## src/core/atbtl_pkg.sv

```systemverilog
// constants shared by the a-then-b trigger logic
package atbtl_pkg;

  // ****************************************
  // structure
  // ****************************************
  localparam int ATBTL_CHANNELS = 4;
  localparam int ATBTL_PRODUCTS = 4;
  localparam int ATBTL_SHIFT_CELLS = 48;
  localparam int ATBTL_PROD_BITS = 12;

  // ****************************************
  // product indices
  // ****************************************
  localparam int ATBTL_A_FIRST = 0;
  localparam int ATBTL_A_SECOND = 1;
  localparam int ATBTL_B_FIRST = 2;
  localparam int ATBTL_B_SECOND = 3;

  // ****************************************
  // per-product field layout inside the control word
  // ****************************************
  localparam int ATBTL_FLD_USE_LSB = 0;
  localparam int ATBTL_FLD_INV_LSB = 4;
  localparam int ATBTL_FLD_ESEL_LSB = 8;
  localparam int ATBTL_FLD_EON_POS = 10;
  localparam int ATBTL_FLD_ENEG_POS = 11;

  // ****************************************
  // reset values
  // ****************************************
  localparam logic [47:0] ATBTL_SHIFT_RESET = 48'h0000_0000_0000;
  localparam logic [47:0] ATBTL_CFG_RESET = 48'h0000_0000_0000;
  localparam logic ATBTL_LATCH_RESET = 1'h0;
  localparam logic ATBTL_EXTSYNC_RESET = 1'h0;

  // ****************************************
  // timing
  // ****************************************
  localparam int ATBTL_CLK_PERIOD_NS = 20;
  localparam int ATBTL_STROBE_NS = 5;
  localparam int ATBTL_STROBE_CYCLES =
    (ATBTL_STROBE_NS / ATBTL_CLK_PERIOD_NS < 1) ? 1 : ATBTL_STROBE_NS / ATBTL_CLK_PERIOD_NS;
  localparam logic [3:0] ATBTL_STROBE_LOAD = 4'(ATBTL_STROBE_CYCLES);

endpackage : atbtl_pkg

```

## src/core/atbtl_trigger.sv

```systemverilog
// a-then-b trigger qualification: products, strobes, sequencing latch, readback
// Function
// [RULE1] edge-sensitive channel in a product drives that product's edge enable low
// [RULE2] external edge enable held low while external sync is selected
// [RULE3] second press of sync control deselects it, edge enable returns high
// [RULE4] edge product emits short strobe right after its mux output transition
// [RULE5] product configuration and thresholds loaded serially by controller
// [RULE6] 48-cell control shift register, serial output on readback five
// [RULE7] in conversion, comparator routed via b second mux to readback two
// [RULE8] controller repeats conversion via a first product only after error
// [RULE9] function a observable on readback three, function b on four
// [RULE10] latch sets when function a asserts, absent reset
// [RULE11] set latch stays set after function a drops until reset
// [RULE12] sequencing reset line high clears latch, readback zero low
// [RULE13] trigger enable low clears the sequencing latch
// [RULE14] function b assertion clears set latch
// [RULE15] edge product asserts function a only when its strobe fires
// [RULE16] function b products likewise gated by their strobes
// [RULE17] each product takes any channel or complement, either edge polarity
// [RULE18] external clock path active only while sync selected
// [RULE19] reset wins over simultaneous set
// [RULE20] latch state shown continuously on readback zero
`timescale 1ns/1ps
module atbtl_trigger
  import atbtl_pkg::*;
(
  input wire logic clk,
  input wire logic rst,
  input wire logic [ATBTL_CHANNELS-1:0] chanIn,
  input wire logic extClkIn,
  input wire logic extClkSlope,
  input wire logic extSyncPress,
  input wire logic shiftStrobe,
  input wire logic shiftData,
  input wire logic loadStrobe,
  input wire logic convMode,
  input wire logic [1:0] convChannel,
  input wire logic trigEnableLine,
  input wire logic seqResetLine,
  output logic [ATBTL_PRODUCTS-1:0] edgeEnNProduct,
  output logic extSyncEdgeEnN,
  output logic extSyncSelected,
  output logic strobeAFirst,
  output logic strobeASecond,
  output logic strobeBFirst,
  output logic strobeBSecond,
  output logic funcAOut,
  output logic funcBOut,
  output logic readbackZero,
  output logic readbackTwo,
  output logic readbackThree,
  output logic readbackFour,
  output logic readbackFive
);

  // ****************************************
  // helpers
  // ****************************************
  function automatic logic [ATBTL_PROD_BITS-1:0] prodField(input logic [47:0] w, input int p);
    prodField = w[p*ATBTL_PROD_BITS +: ATBTL_PROD_BITS];
  endfunction : prodField

  function automatic logic prodLevel(input logic [ATBTL_PROD_BITS-1:0] f,
                                     input logic [ATBTL_CHANNELS-1:0] ch);
    logic [3:0] use4;
    logic [3:0] inv4;
    use4 = f[ATBTL_FLD_USE_LSB +: 4];
    inv4 = f[ATBTL_FLD_INV_LSB +: 4];
    prodLevel = (&(~use4 | (ch ^ inv4))) & ((|use4) | f[ATBTL_FLD_EON_POS]);
  endfunction : prodLevel

  // ****************************************
  // pin synchronisers
  // ****************************************
  logic [ATBTL_CHANNELS-1:0] chanMeta_reg, chanMeta_next;
  logic [ATBTL_CHANNELS-1:0] chanSync_reg, chanSync_next;
  logic extMeta_reg, extMeta_next;
  logic extSync_reg, extSync_next;
  logic extPrev_reg, extPrev_next;
  logic extEdge;

  always_comb begin
    chanMeta_next = chanIn;
    chanSync_next = chanMeta_reg;
    extMeta_next = extClkIn;
    extSync_next = extMeta_reg;
    extPrev_next = extSync_reg ^ extClkSlope;
  end

  always_ff @(posedge clk) begin
    if (rst) begin
      chanMeta_reg <= 4'h0;
      chanSync_reg <= 4'h0;
      extMeta_reg <= 1'h0;
      extSync_reg <= 1'h0;
      extPrev_reg <= 1'h0;
    end else begin
      chanMeta_reg <= chanMeta_next;
      chanSync_reg <= chanSync_next;
      extMeta_reg <= extMeta_next;
      extSync_reg <= extSync_next;
      extPrev_reg <= extPrev_next;
    end
  end

  assign extEdge = (extSync_reg ^ extClkSlope) & ~extPrev_reg;

  // ****************************************
  // control shift register and shadow
  // ****************************************
  logic [ATBTL_SHIFT_CELLS-1:0] shift_reg, shift_next;
  logic [ATBTL_SHIFT_CELLS-1:0] cfg_reg, cfg_next;
  logic extSel_reg, extSel_next;

  always_comb begin
    shift_next = shift_reg;
    cfg_next = cfg_reg;
    extSel_next = extSel_reg;
    // [RULE5] serial load
    if (shiftStrobe) begin
      shift_next = {shift_reg[ATBTL_SHIFT_CELLS-2:0], shiftData};
    end
    if (loadStrobe) begin
      cfg_next = shift_reg;
    end
    // [RULE3] press toggles sync
    if (extSyncPress) begin
      extSel_next = ~extSel_reg;
    end
  end

  always_ff @(posedge clk) begin
    if (rst) begin
      shift_reg <= ATBTL_SHIFT_RESET;
      cfg_reg <= ATBTL_CFG_RESET;
      extSel_reg <= ATBTL_EXTSYNC_RESET;
    end else begin
      shift_reg <= shift_next;
      cfg_reg <= cfg_next;
      extSel_reg <= extSel_next;
    end
  end

  // ****************************************
  // edge multiplexers, strobes, products
  // ****************************************
  logic [ATBTL_PRODUCTS-1:0] muxOut;
  logic [ATBTL_PRODUCTS-1:0] muxPrev_reg, muxPrev_next;
  logic [ATBTL_PRODUCTS-1:0] strobe_reg, strobe_next;
  logic [ATBTL_PRODUCTS-1:0] edgeEn_reg, edgeEn_next;
  logic [ATBTL_PRODUCTS-1:0] prodOut;
  logic [3:0] strobeCnt_reg [ATBTL_PRODUCTS];
  logic [3:0] strobeCnt_next [ATBTL_PRODUCTS];

  genvar gp;
  generate
    for (gp = 0; gp < ATBTL_PRODUCTS; gp++) begin : gProd
      logic [ATBTL_PROD_BITS-1:0] fld;
      logic [1:0] sel;
      logic neg;
      assign fld = prodField(cfg_reg, gp);
      // [RULE7] conversion steers b second mux
      assign sel = (gp == ATBTL_B_SECOND && convMode) ? convChannel
                                                      : fld[ATBTL_FLD_ESEL_LSB +: 2];
      assign neg = (gp == ATBTL_B_SECOND && convMode) ? 1'h0 : fld[ATBTL_FLD_ENEG_POS];
      // [RULE17] channel with chosen polarity
      assign muxOut[gp] = chanSync_reg[sel] ^ neg;

      always_comb begin
        muxPrev_next[gp] = muxOut[gp];
        // [RULE1] edge enable low
        edgeEn_next[gp] = ~fld[ATBTL_FLD_EON_POS];
        // [RULE4] strobe after transition
        if (fld[ATBTL_FLD_EON_POS] && muxOut[gp] && !muxPrev_reg[gp]) begin
          strobeCnt_next[gp] = ATBTL_STROBE_LOAD;
        end else if (strobeCnt_reg[gp] != 4'h0) begin
          strobeCnt_next[gp] = strobeCnt_reg[gp] - 4'h1;
        end else begin
          strobeCnt_next[gp] = 4'h0;
        end
        strobe_next[gp] = (strobeCnt_next[gp] != 4'h0);
      end

      always_ff @(posedge clk) begin
        if (rst) begin
          strobeCnt_reg[gp] <= 4'h0;
        end else begin
          strobeCnt_reg[gp] <= strobeCnt_next[gp];
        end
      end

      // [RULE15] strobe gates edge product
      // [RULE16] same gating for b
      assign prodOut[gp] = prodLevel(fld, chanSync_reg) &
                           (~fld[ATBTL_FLD_EON_POS] | strobe_reg[gp]);
    end
  endgenerate

  always_ff @(posedge clk) begin
    if (rst) begin
      muxPrev_reg <= 4'h0;
      strobe_reg <= 4'h0;
      edgeEn_reg <= 4'hF;
    end else begin
      muxPrev_reg <= muxPrev_next;
      strobe_reg <= strobe_next;
      edgeEn_reg <= edgeEn_next;
    end
  end

  // ****************************************
  // functions and sequencing latch
  // ****************************************
  logic funcA_reg, funcA_next;
  logic funcB_reg, funcB_next;
  logic latch_reg, latch_next;
  logic rdTwo_reg, rdTwo_next;
  logic extGate;

  // [RULE18] ext clock only when selected
  assign extGate = ~extSel_reg | extEdge;

  always_comb begin
    funcA_next = (prodOut[ATBTL_A_FIRST] | prodOut[ATBTL_A_SECOND]) & extGate;
    funcB_next = (prodOut[ATBTL_B_FIRST] | prodOut[ATBTL_B_SECOND]) & extGate;
    rdTwo_next = muxOut[ATBTL_B_SECOND];
    // [RULE19] reset has priority
    if (seqResetLine || !trigEnableLine || funcB_reg) begin
      // [RULE12] reset line clears
      // [RULE13] enable low clears
      // [RULE14] function b clears
      latch_next = 1'h0;
    end else if (funcA_reg) begin
      // [RULE10] set by function a
      latch_next = 1'h1;
    end else begin
      // [RULE11] hold until reset
      latch_next = latch_reg;
    end
  end

  always_ff @(posedge clk) begin
    if (rst) begin
      funcA_reg <= 1'h0;
      funcB_reg <= 1'h0;
      latch_reg <= ATBTL_LATCH_RESET;
      rdTwo_reg <= 1'h0;
    end else begin
      funcA_reg <= funcA_next;
      funcB_reg <= funcB_next;
      latch_reg <= latch_next;
      rdTwo_reg <= rdTwo_next;
    end
  end

  // ****************************************
  // outputs
  // ****************************************
  assign edgeEnNProduct = edgeEn_reg;
  // [RULE2] low while sync selected
  assign extSyncEdgeEnN = ~extSel_reg;
  assign extSyncSelected = extSel_reg;
  assign strobeAFirst = strobe_reg[ATBTL_A_FIRST];
  assign strobeASecond = strobe_reg[ATBTL_A_SECOND];
  assign strobeBFirst = strobe_reg[ATBTL_B_FIRST];
  assign strobeBSecond = strobe_reg[ATBTL_B_SECOND];
  assign funcAOut = funcA_reg;
  assign funcBOut = funcB_reg;
  // [RULE20] latch on readback zero
  assign readbackZero = latch_reg;
  // [RULE7] comparator feedback
  assign readbackTwo = rdTwo_reg;
  // [RULE9] function readbacks
  // [RULE8] second conversion path via a first product
  assign readbackThree = funcA_reg;
  assign readbackFour = funcB_reg;
  // [RULE6] serial output
  assign readbackFive = shift_reg[ATBTL_SHIFT_CELLS-1];

endmodule : atbtl_trigger

```

## config.mk

```make
export PLATFORM = sky130hd
export DESIGN_NAME = atbtl_trigger
export DESIGN_NICKNAME = d
export VERILOG_FILES = /design/src/core/atbtl_pkg.sv /design/src/core/atbtl_trigger.sv
export SDC_FILE = /design/constraint.sdc
export NUM_CORES = 1
export LEC_CHECK = 0
export ABC_AREA = 1
export BUFFER_PORTS_ARGS = -buffer_cell sky130_fd_sc_hd__buf_2
export CAP_MARGIN = 30
export CORE_MARGIN = 5
export CORE_UTILIZATION = 38
export DETAILED_ROUTE_END_ITERATION = 8
export GPL_TIMING_DRIVEN = 0
export PLACE_DENSITY = 0.5
export SETUP_SLACK_MARGIN = 0.3
export SLEW_MARGIN = 20
export SYNTH_ARGS = -nofsm -noshare
export SYNTH_HDL_FRONTEND = slang
export SYNTH_SLANG_ARGS = --single-unit
```

## constraint.sdc

```tcl
create_clock -name clk -period 1.85 [get_ports clk]
set_clock_uncertainty 0.2 [all_clocks]
set_input_delay 0 -clock clk [delete_from_list [all_inputs] [get_ports clk]]
set_output_delay 0 -clock clk [all_outputs]
set_load 0.02 [all_outputs]
```

==> key figures, run 1 <==
Status
  • Status: complete, no violations

Route
  • DRC errors left: 0
  • Final antenna-violating net count: 0
  • Drt pass-1 iters: 5
  • Average wire per standard cell: 14.5 µm
  • Vias: 4,908
  • Total detailed-routing wirelength: 14,700 µm
  • 1st-iter DRT viols: 262
  • Vias/cell: 4.85

STA
  • Actual slew at the worst max-slew pin: 581 ps
  • Fmax: 0.635 GHz
  • Hold Violations, Final: 0
  • Min Tclk post-route: 1580 ps
  • Slew Limit Fails: 0
  • Final worst path period share: 0.851
  • Max-slew headroom: 0.613
  • Setup violations, final: 0
  • Post-route setup TNS: 0 ps
  • Final worst slack: 275 ps
  • RSZ-0062 raised after global routing: yes

Run
  • Maxcap violations: 0

Power
  • Leakage: 3.04 nW
  • Peak supply drop: 0.683 mV
  • Power Dens Cells: 1230 nW/µm²

Global routing
  • Largest net degree at the start of global routing: 17
  • Number of global-route vias before repair: 4,770
  • Initial antenna violation count: 0
  • Total global-route track usage: 0.184
  • First-pass GRT wire length: 24,000 µm
  • GR Overflow Total: 0

Layout
  • Filler cells: 1,396
  • Final nets: 840
  • Layout cells sized above 1: 0.191
  • Diode count: 0
  • Area Growth Syn to Fin: 27.9%
  • Post-Layout Inst Area: 7010 µm²

Worst hold path
  • HP Class: input port to register
  • Hold depth: 3
  • Hold Crit Start: seqResetLine
  • Min-Delay Endpoint: readbackZero$_SDFFE_PP0P_

Die
  • Die span in y: 130 µm
  • Die width: 130 µm
  • Site row count: 43
  • Die footprint: 16,900 µm²
  • Io pins: 34
  • Initial Utilization: 0.392
  • Core area: 14,000 µm²

Synth
  • Cell Area, Synth: 5480 µm²
  • Post-synth top flop: dfxtp_1
  • Synth unique cells: 29
  • Post-synth top cells: 167 x nor2_1, 139 x dfxtp_1, 120 x o21ai_0
  • Post-synthesis sequential area ratio: 0.508
  • Net Count, Synth: 748
  • Count leader, synth: nor2_1
  • Register bit count reported by yosys: 139
  • Area share of the largest cell type after synthesis: 0.508
  • Avg Synthesized Cell Area: 7.54 µm²
  • EDFF count, synth: 0
  • Gate count of the mapped netlist: 727
  • Async SR Flop Fraction: 0
  • Synthesis Warnings: 0
  • Post-synth top area cell: dfxtp_1
  • Synth top area cells: dfxtp_1 51%, nor2_1 11%, o21ai_0 11%

Critical path
  • Crit. End Element: register
  • CP Cell Sequence: inv_1 > ha_2 > inv_2 > or2_4 > nor2_4 > buf_6 > o21ai_2 > nand2_2 > nand3_1
  • Max stage delay on crit path: 340 ps
  • CP startpoint kind: register
  • CP Data Arrival Time: 1670 ps
  • R2R Path End: strobe_reg[2]$_SDFF_PP0_
  • Crit-path max FO: 3
  • RR Startpoint: strobeCnt_reg[2][0]$_SDFF_PP0_
  • Register-to-Register Path Depth: 9
  • Flop-to-flop setup slack: 270 ps
  • Slowest CP cell: dfxtp_2
  • Crit path launch: strobeCnt_reg[2][0]$_SDFF_PP0_
  • Critical path type: register to register
  • WP data required: 1950 ps

Place
  • PortBufs: 32
  • Hpwl dp: 9780 µm
  • Placed inst area: 5870 µm²
  • Pre-CTS WS: 23.5 ps
  • Placer Congestion: 0.797

CTS
  • CTS root buf: clkbuf_16
  • Worst skew pair latency: 420 ps
  • Clock buffer depth: 2
  • Clock-pin slew on the worst setup and hold paths: 60 ps
  • CTS Buf Count: 17
  • # H-tree levels: 4
  • TritonCTS clock tree: yes
  • Clock sinks: 139
## placed cells by master, fill, tap and decap left out, types with 3 or more instances in the layout
master	Yosys	layout
nor2_1	167	162
dfxtp_1	139	133
o21ai_0	120	115
inv_1	81	72
nand2_1	54	51
a21oi_1	44	43
buf_2	6	38
dlygate4sd3_1	0	25
nand3_1	34	23
clkbuf_1	22	22
buf_4	5	18
clkbuf_16	0	17
nand3_2	5	14
nand2_2	10	12
inv_2	2	8
o21ai_1	4	8
nor3_1	6	6
clkinvlp_4	0	5
clkinv_4	0	5
buf_6	2	4
o21ai_2	3	4
dfxtp_2	0	4
inv_6	0	4
nor2_2	0	3
o211ai_1	3	3
## through the flow
| stage | power [mW] | hold WS (ps) | utilization | instances |
|---|---|---|---|---|
| global route | 9.12 | 104 | 0.501 | 1012 |
| finish | 8.65 | 95.4 | 0.501 | 1012 |
| floorplan | 4.59 | -124 | - | 727 |
| CTS | 8.49 | 101 | 0.484 | 1000 |
| global placement | 4.95 | -37.1 | 0.419 | 939 |
| detailed placement | 4.99 | -30.6 | 0.419 | 939 |
## worst max-delay path: cells and delay by family (launching register included)
family | cells | cell delay (ps)
adders and majority gates | 1 | 170
AOI/OAI and AO/OA | 1 | 50
DFF | 1 | 340
buffers and inverters | 3 | 210
and+or+nand+nor | 4 | 490
## power by group
| part | switching (mW) | total, mW | internal (mW) | leakage, nW |
|---|---|---|---|---|
| sequential | 0.244 | 3.56 | 3.32 | 1.15 |
| clock | 1.38 | 3.30 | 1.92 | 0.277 |
| combinational | 1.01 | 1.79 | 0.777 | 1.61 |
## layout make-up
class                      instances  area [µm²]  area share
clock buffer                      19         443      0.0632
sequential                       139        2800       0.399
buffer                            37         189      0.0269
tap                              180         225      0.0321
clock inverter                    13         135      0.0193
timing repair buffer              73         538      0.0767
inverter                          84         327      0.0466
multi-input combinational        467        2360       0.336
## routing by layer
metal / part of all wire / vias to the layer above / routed length [µm] / GRT usage
met5: 0 / - / 0 / 0
met4: 0.023 / 0 / 344 / 0.0715
met3: 0.033 / 22 / 491 / 0.0508
met2: 0.48 / 64 / 7040 / 0.304
met1: 0.46 / 2307 / 6830 / 0.229
li1: - / 2515 / - / -
## logic make-up (layout without fill, tap and decap cells)
logic type | Yosys count | count (layout) | synth area share
xor+xnor | 5 | 5 | 0.0121
compound gates | 174 | 174 | 0.162
simple gates | 284 | 284 | 0.219
fa+ha+maj | 4 | 4 | 0.00913
buf+inv | 121 | 226 | 0.0904
flops | 139 | 139 | 0.508
## worst max path at each step
stage | to | slack, ps
2_1_floorplan | strobe_reg[3]$_SDFF_PP0_ | 320
3_3_place_gp | funcAOut$_SDFF_PP0_ | 5
3_5_place_dp | funcBOut$_SDFF_PP0_ | 20
4_1_cts | strobe_reg[0]$_SDFF_PP0_ | 300
5_1_grt | funcBOut$_SDFF_PP0_ | 200
6_report | strobe_reg[2]$_SDFF_PP0_ | 270
## repair_timing
action | in CTS | in global routing
hold buffers | 25 | 1
gates cloned | 0 | 0
buffers inserted | 4 | 12
resized for setup | 15 | 47
setup endpoints to repair | 22 | 20
endpoints found under the hold margin | 59 | 1
pin swaps | 4 | 16
(Power assumes the default switching activity.)
==> run 2, diff against run 1 <==
CORE_UTILIZATION = 64   (was 38)
PLACE_DENSITY = 0.79   (was 0.5)
clock period = 1.96 ns   (was 1.85 ns; I/O delays follow)
==> run 2 against run 1 <==
Wire length shrank 5.6%; count of clock-buffer cells in the layout unchanged; maximum frequency shrank 2.4%; register-to-register slack gained 70 ps; sequential share of layout area up 2.0 points; largest power group unchanged.
==> key figures, run 2 (synthesis gave the netlist of run 1 again) <==
Route
  • Final antenna-violating net count: 0 (unchanged)
  • Max layer used: met4 (unchanged)
  • 1st-iter DRT viols: 349 (was 262)
  • Vias/cell: 5.56 (was 4.85)
  • Average wire per standard cell: 15.1 µm (was 14.5 µm)
  • Total detailed-routing wirelength: 13,900 µm (was 14,700 µm)
  • Vias: 5,106 (was 4,908)
  • Routed length on met1: 5610 µm (was 6830 µm)
  • Drt pass-1 iters: 5 (unchanged)
  • Met3 routed WL: 1070 µm (was 491 µm)
  • DRC errors left: 0 (unchanged)
  • Met2 routed WL: 6740 µm (was 7040 µm)

Run
  • Maxcap violations: 0 (unchanged)

STA
  • Min Tclk post-route: 1610 ps (was 1580 ps)
  • Fmax: 0.620 GHz (was 0.635 GHz)
  • Setup violations, final: 0 (unchanged)
  • Post-route setup TNS: 0 ps (unchanged)
  • Final worst slack: 347 ps (was 275 ps)
  • Actual slew at the worst max-slew pin: 594 ps (was 581 ps)
  • Final worst path period share: 0.823 (was 0.851)
  • Max-slew headroom: 0.604 (was 0.613)
  • RSZ-0062 raised after global routing: yes (unchanged)
  • Slew Limit Fails: 0 (unchanged)
  • Hold Violations, Final: 0 (unchanged)

Critical path
  • Crit. End Element: register (unchanged)
  • RR Startpoint: chanSync_reg[1]$_SDFF_PP0_ (was strobeCnt_reg[2][0]$_SDFF_PP0_)
  • CP startpoint kind: register (unchanged)
  • Critical path type: register to register (unchanged)
  • Crit-path max FO: 9 (was 3)
  • Crit path launch: chanSync_reg[1]$_SDFF_PP0_ (was strobeCnt_reg[2][0]$_SDFF_PP0_)
  • CP Data Arrival Time: 1800 ps (was 1670 ps)
  • WP data required: 2150 ps (was 1950 ps)

Die
  • Core area: 8300 µm² (was 14,000 µm²)
  • Site row count: 33 (was 43)
  • Initial Utilization: 0.661 (was 0.392)
  • Die span in y: 103 µm (was 130 µm)
  • Die width: 103 µm (was 130 µm)
  • Die footprint: 10,500 µm² (was 16,900 µm²)
  • Io pins: 34 (unchanged)

Place
  • Pre-CTS WS: 239 ps (was 23.5 ps)
  • Placer Congestion: 0.895 (was 0.797)
  • Hpwl dp: 8840 µm (was 9780 µm)
  • PortBufs: 32 (unchanged)
  • Placed Cells: 864 (was 939)

Layout
  • Area Growth Syn to Fin: 21.5% (was 27.9%)
  • Commonest cells after routing, fill and taps aside: 163 x nor2_1, 136 x dfxtp_1, 118 x o21ai_0, 79 x inv_1, 54 x nand2_1 (was 162 x nor2_1, 133 x dfxtp_1, 115 x o21ai_0, 72 x inv_1, 51 x nand2_1)
  • Diode count: 0 (unchanged)
  • Most common cell after layout, fill and taps aside: nor2_1 (unchanged)
  • Final nets: 823 (was 840)
  • Layout cells sized above 1: 0.137 (was 0.191)
  • Fin cells: 918 (was 1,012)

Power
  • Sequential share of power: 0.414 (was 0.412)
  • Sw frac: 0.282 (was 0.305)
  • Clock share of power: 0.403 (was 0.381)
  • Peak supply drop: 0.733 mV (was 0.683 mV)
  • Int Pwr: 5.80 mW (was 6.01 mW)
  • Leakage: 2.95 nW (was 3.04 nW)
  • Sw Pwr: 2.28 mW (was 2.64 mW)
  • Gate power share: 0.183 (was 0.207)
  • Power Dens Cells: 1210 nW/µm² (was 1230 nW/µm²)

CTS
  • Clock buffer depth: 2 (unchanged)
  • TritonCTS clock tree: yes (unchanged)
  • Worst skew pair latency: 520 ps (was 420 ps)
  • CTS root buf: clkbuf_8 (was clkbuf_16)
  • Clock sinks: 139 (unchanged)
  • CTS Buf Count: 17 (unchanged)
  • Clock-pin slew on the worst setup and hold paths: 60 ps (about the same)
  • # H-tree levels: 4 (unchanged)

Global routing
  • Largest net degree at the start of global routing: 17 (unchanged)
  • GR Overflow Total: 0 (unchanged)
  • Total global-route track usage: 0.280 (was 0.184)
  • First-pass GRT wire length: 22,700 µm (was 24,000 µm)
  • Initial antenna violation count: 0 (unchanged)
  • Number of global-route vias before repair: 4,852 (was 4,770)

Worst hold path
  • Hold Crit Start: shiftStrobe (was seqResetLine)
  • HP Class: input port to register (unchanged)

Status
  • Status: complete, no violations (unchanged)
-- run 2: cell count changes in the layout (fill, tap and decap cells not counted), sizes merged --
cell / before / now
dlygate4sd3: 25 / 22
buf: 63 / 47
bufinv: 1 / 4
clkinv: 6 / 5
dlymetal6s4s: 0 / 1
clkbuf: 41 / 42
inv: 85 / 81
-- run 2: layout make-up --
cell class              count  area (µm²)
plain buffers              37         183
clock buffers              19         432
clock inverters            11         171
fillers                   581        1640
inverters                  84         327
multi-input cells         467        2230
flip-flops and latches    139        2790
well taps                 105         131
repair buffers             56         400
-- run 2: stage by stage --
step / util / power, mW / instance area (µm²) / hold WS [ps]
3_3_place_gp: 0.696 / 4.61 / 5770 / -38.3
5_1_grt: 0.803 / 8.43 / 6660 / 40.0
2_1_floorplan: - / 4.33 / 5480 / -124
3_5_place_dp: 0.696 / 4.69 / 5770 / -29.4
4_1_cts: 0.797 / 7.96 / 6610 / 37.6
6_report: 0.803 / 8.07 / 6660 / 57.5
-- run 2: worst max-delay path, cell delays in order (launching register included) --
cell        delay [ps]
dfxtp_1            320
buf_6              170
clkinvlp_4         180
nand2_1            110
nand3_1             70
o21ai_0             80
nor2_1              70
o211ai_1           130
a21oi_1            140
-- run 2: metal layers --
layer | vias to the layer above | global-route usage
li1 | 2480 | -
met1 | 2375 | 0.342
met2 | 209 | 0.469
met3 | 42 | 0.0575
met4 | 0 | 0.139
met5 | - | 0.00481
-- run 2: worst paths after layout --
check / to / slack (ps) / cells past startpoint
setup reg to reg: funcBOut$_SDFF_PP0_ / 350 / 8
hold / removal: shift_reg[47]$_SDFFE_PP0P_ / 60 / 4
setup / recovery: funcBOut$_SDFF_PP0_ / 350 / 8
hold reg to reg: edgeEnNProduct[0]$_SDFF_PP1_ / 190 / 1
-- run 2: power groups by stage --
stage	clock network (mW)	logic [mW]	registers [mW]
after detailed placement	0	1.31	3.38
after global placement	0	1.25	3.36
after floorplan	0	0.938	3.40
after CTS	3.25	1.38	3.32
after global routing	3.40	1.66	3.37
final	3.25	1.48	3.34
-- run 2: timing repair --
action,CTS,global route
hold buffers,23,0
endpoints found under the setup margin,3,19
buffers inserted,0,1
hold endpoints to repair,93,0
pin swaps,0,1
resized for setup,3,16
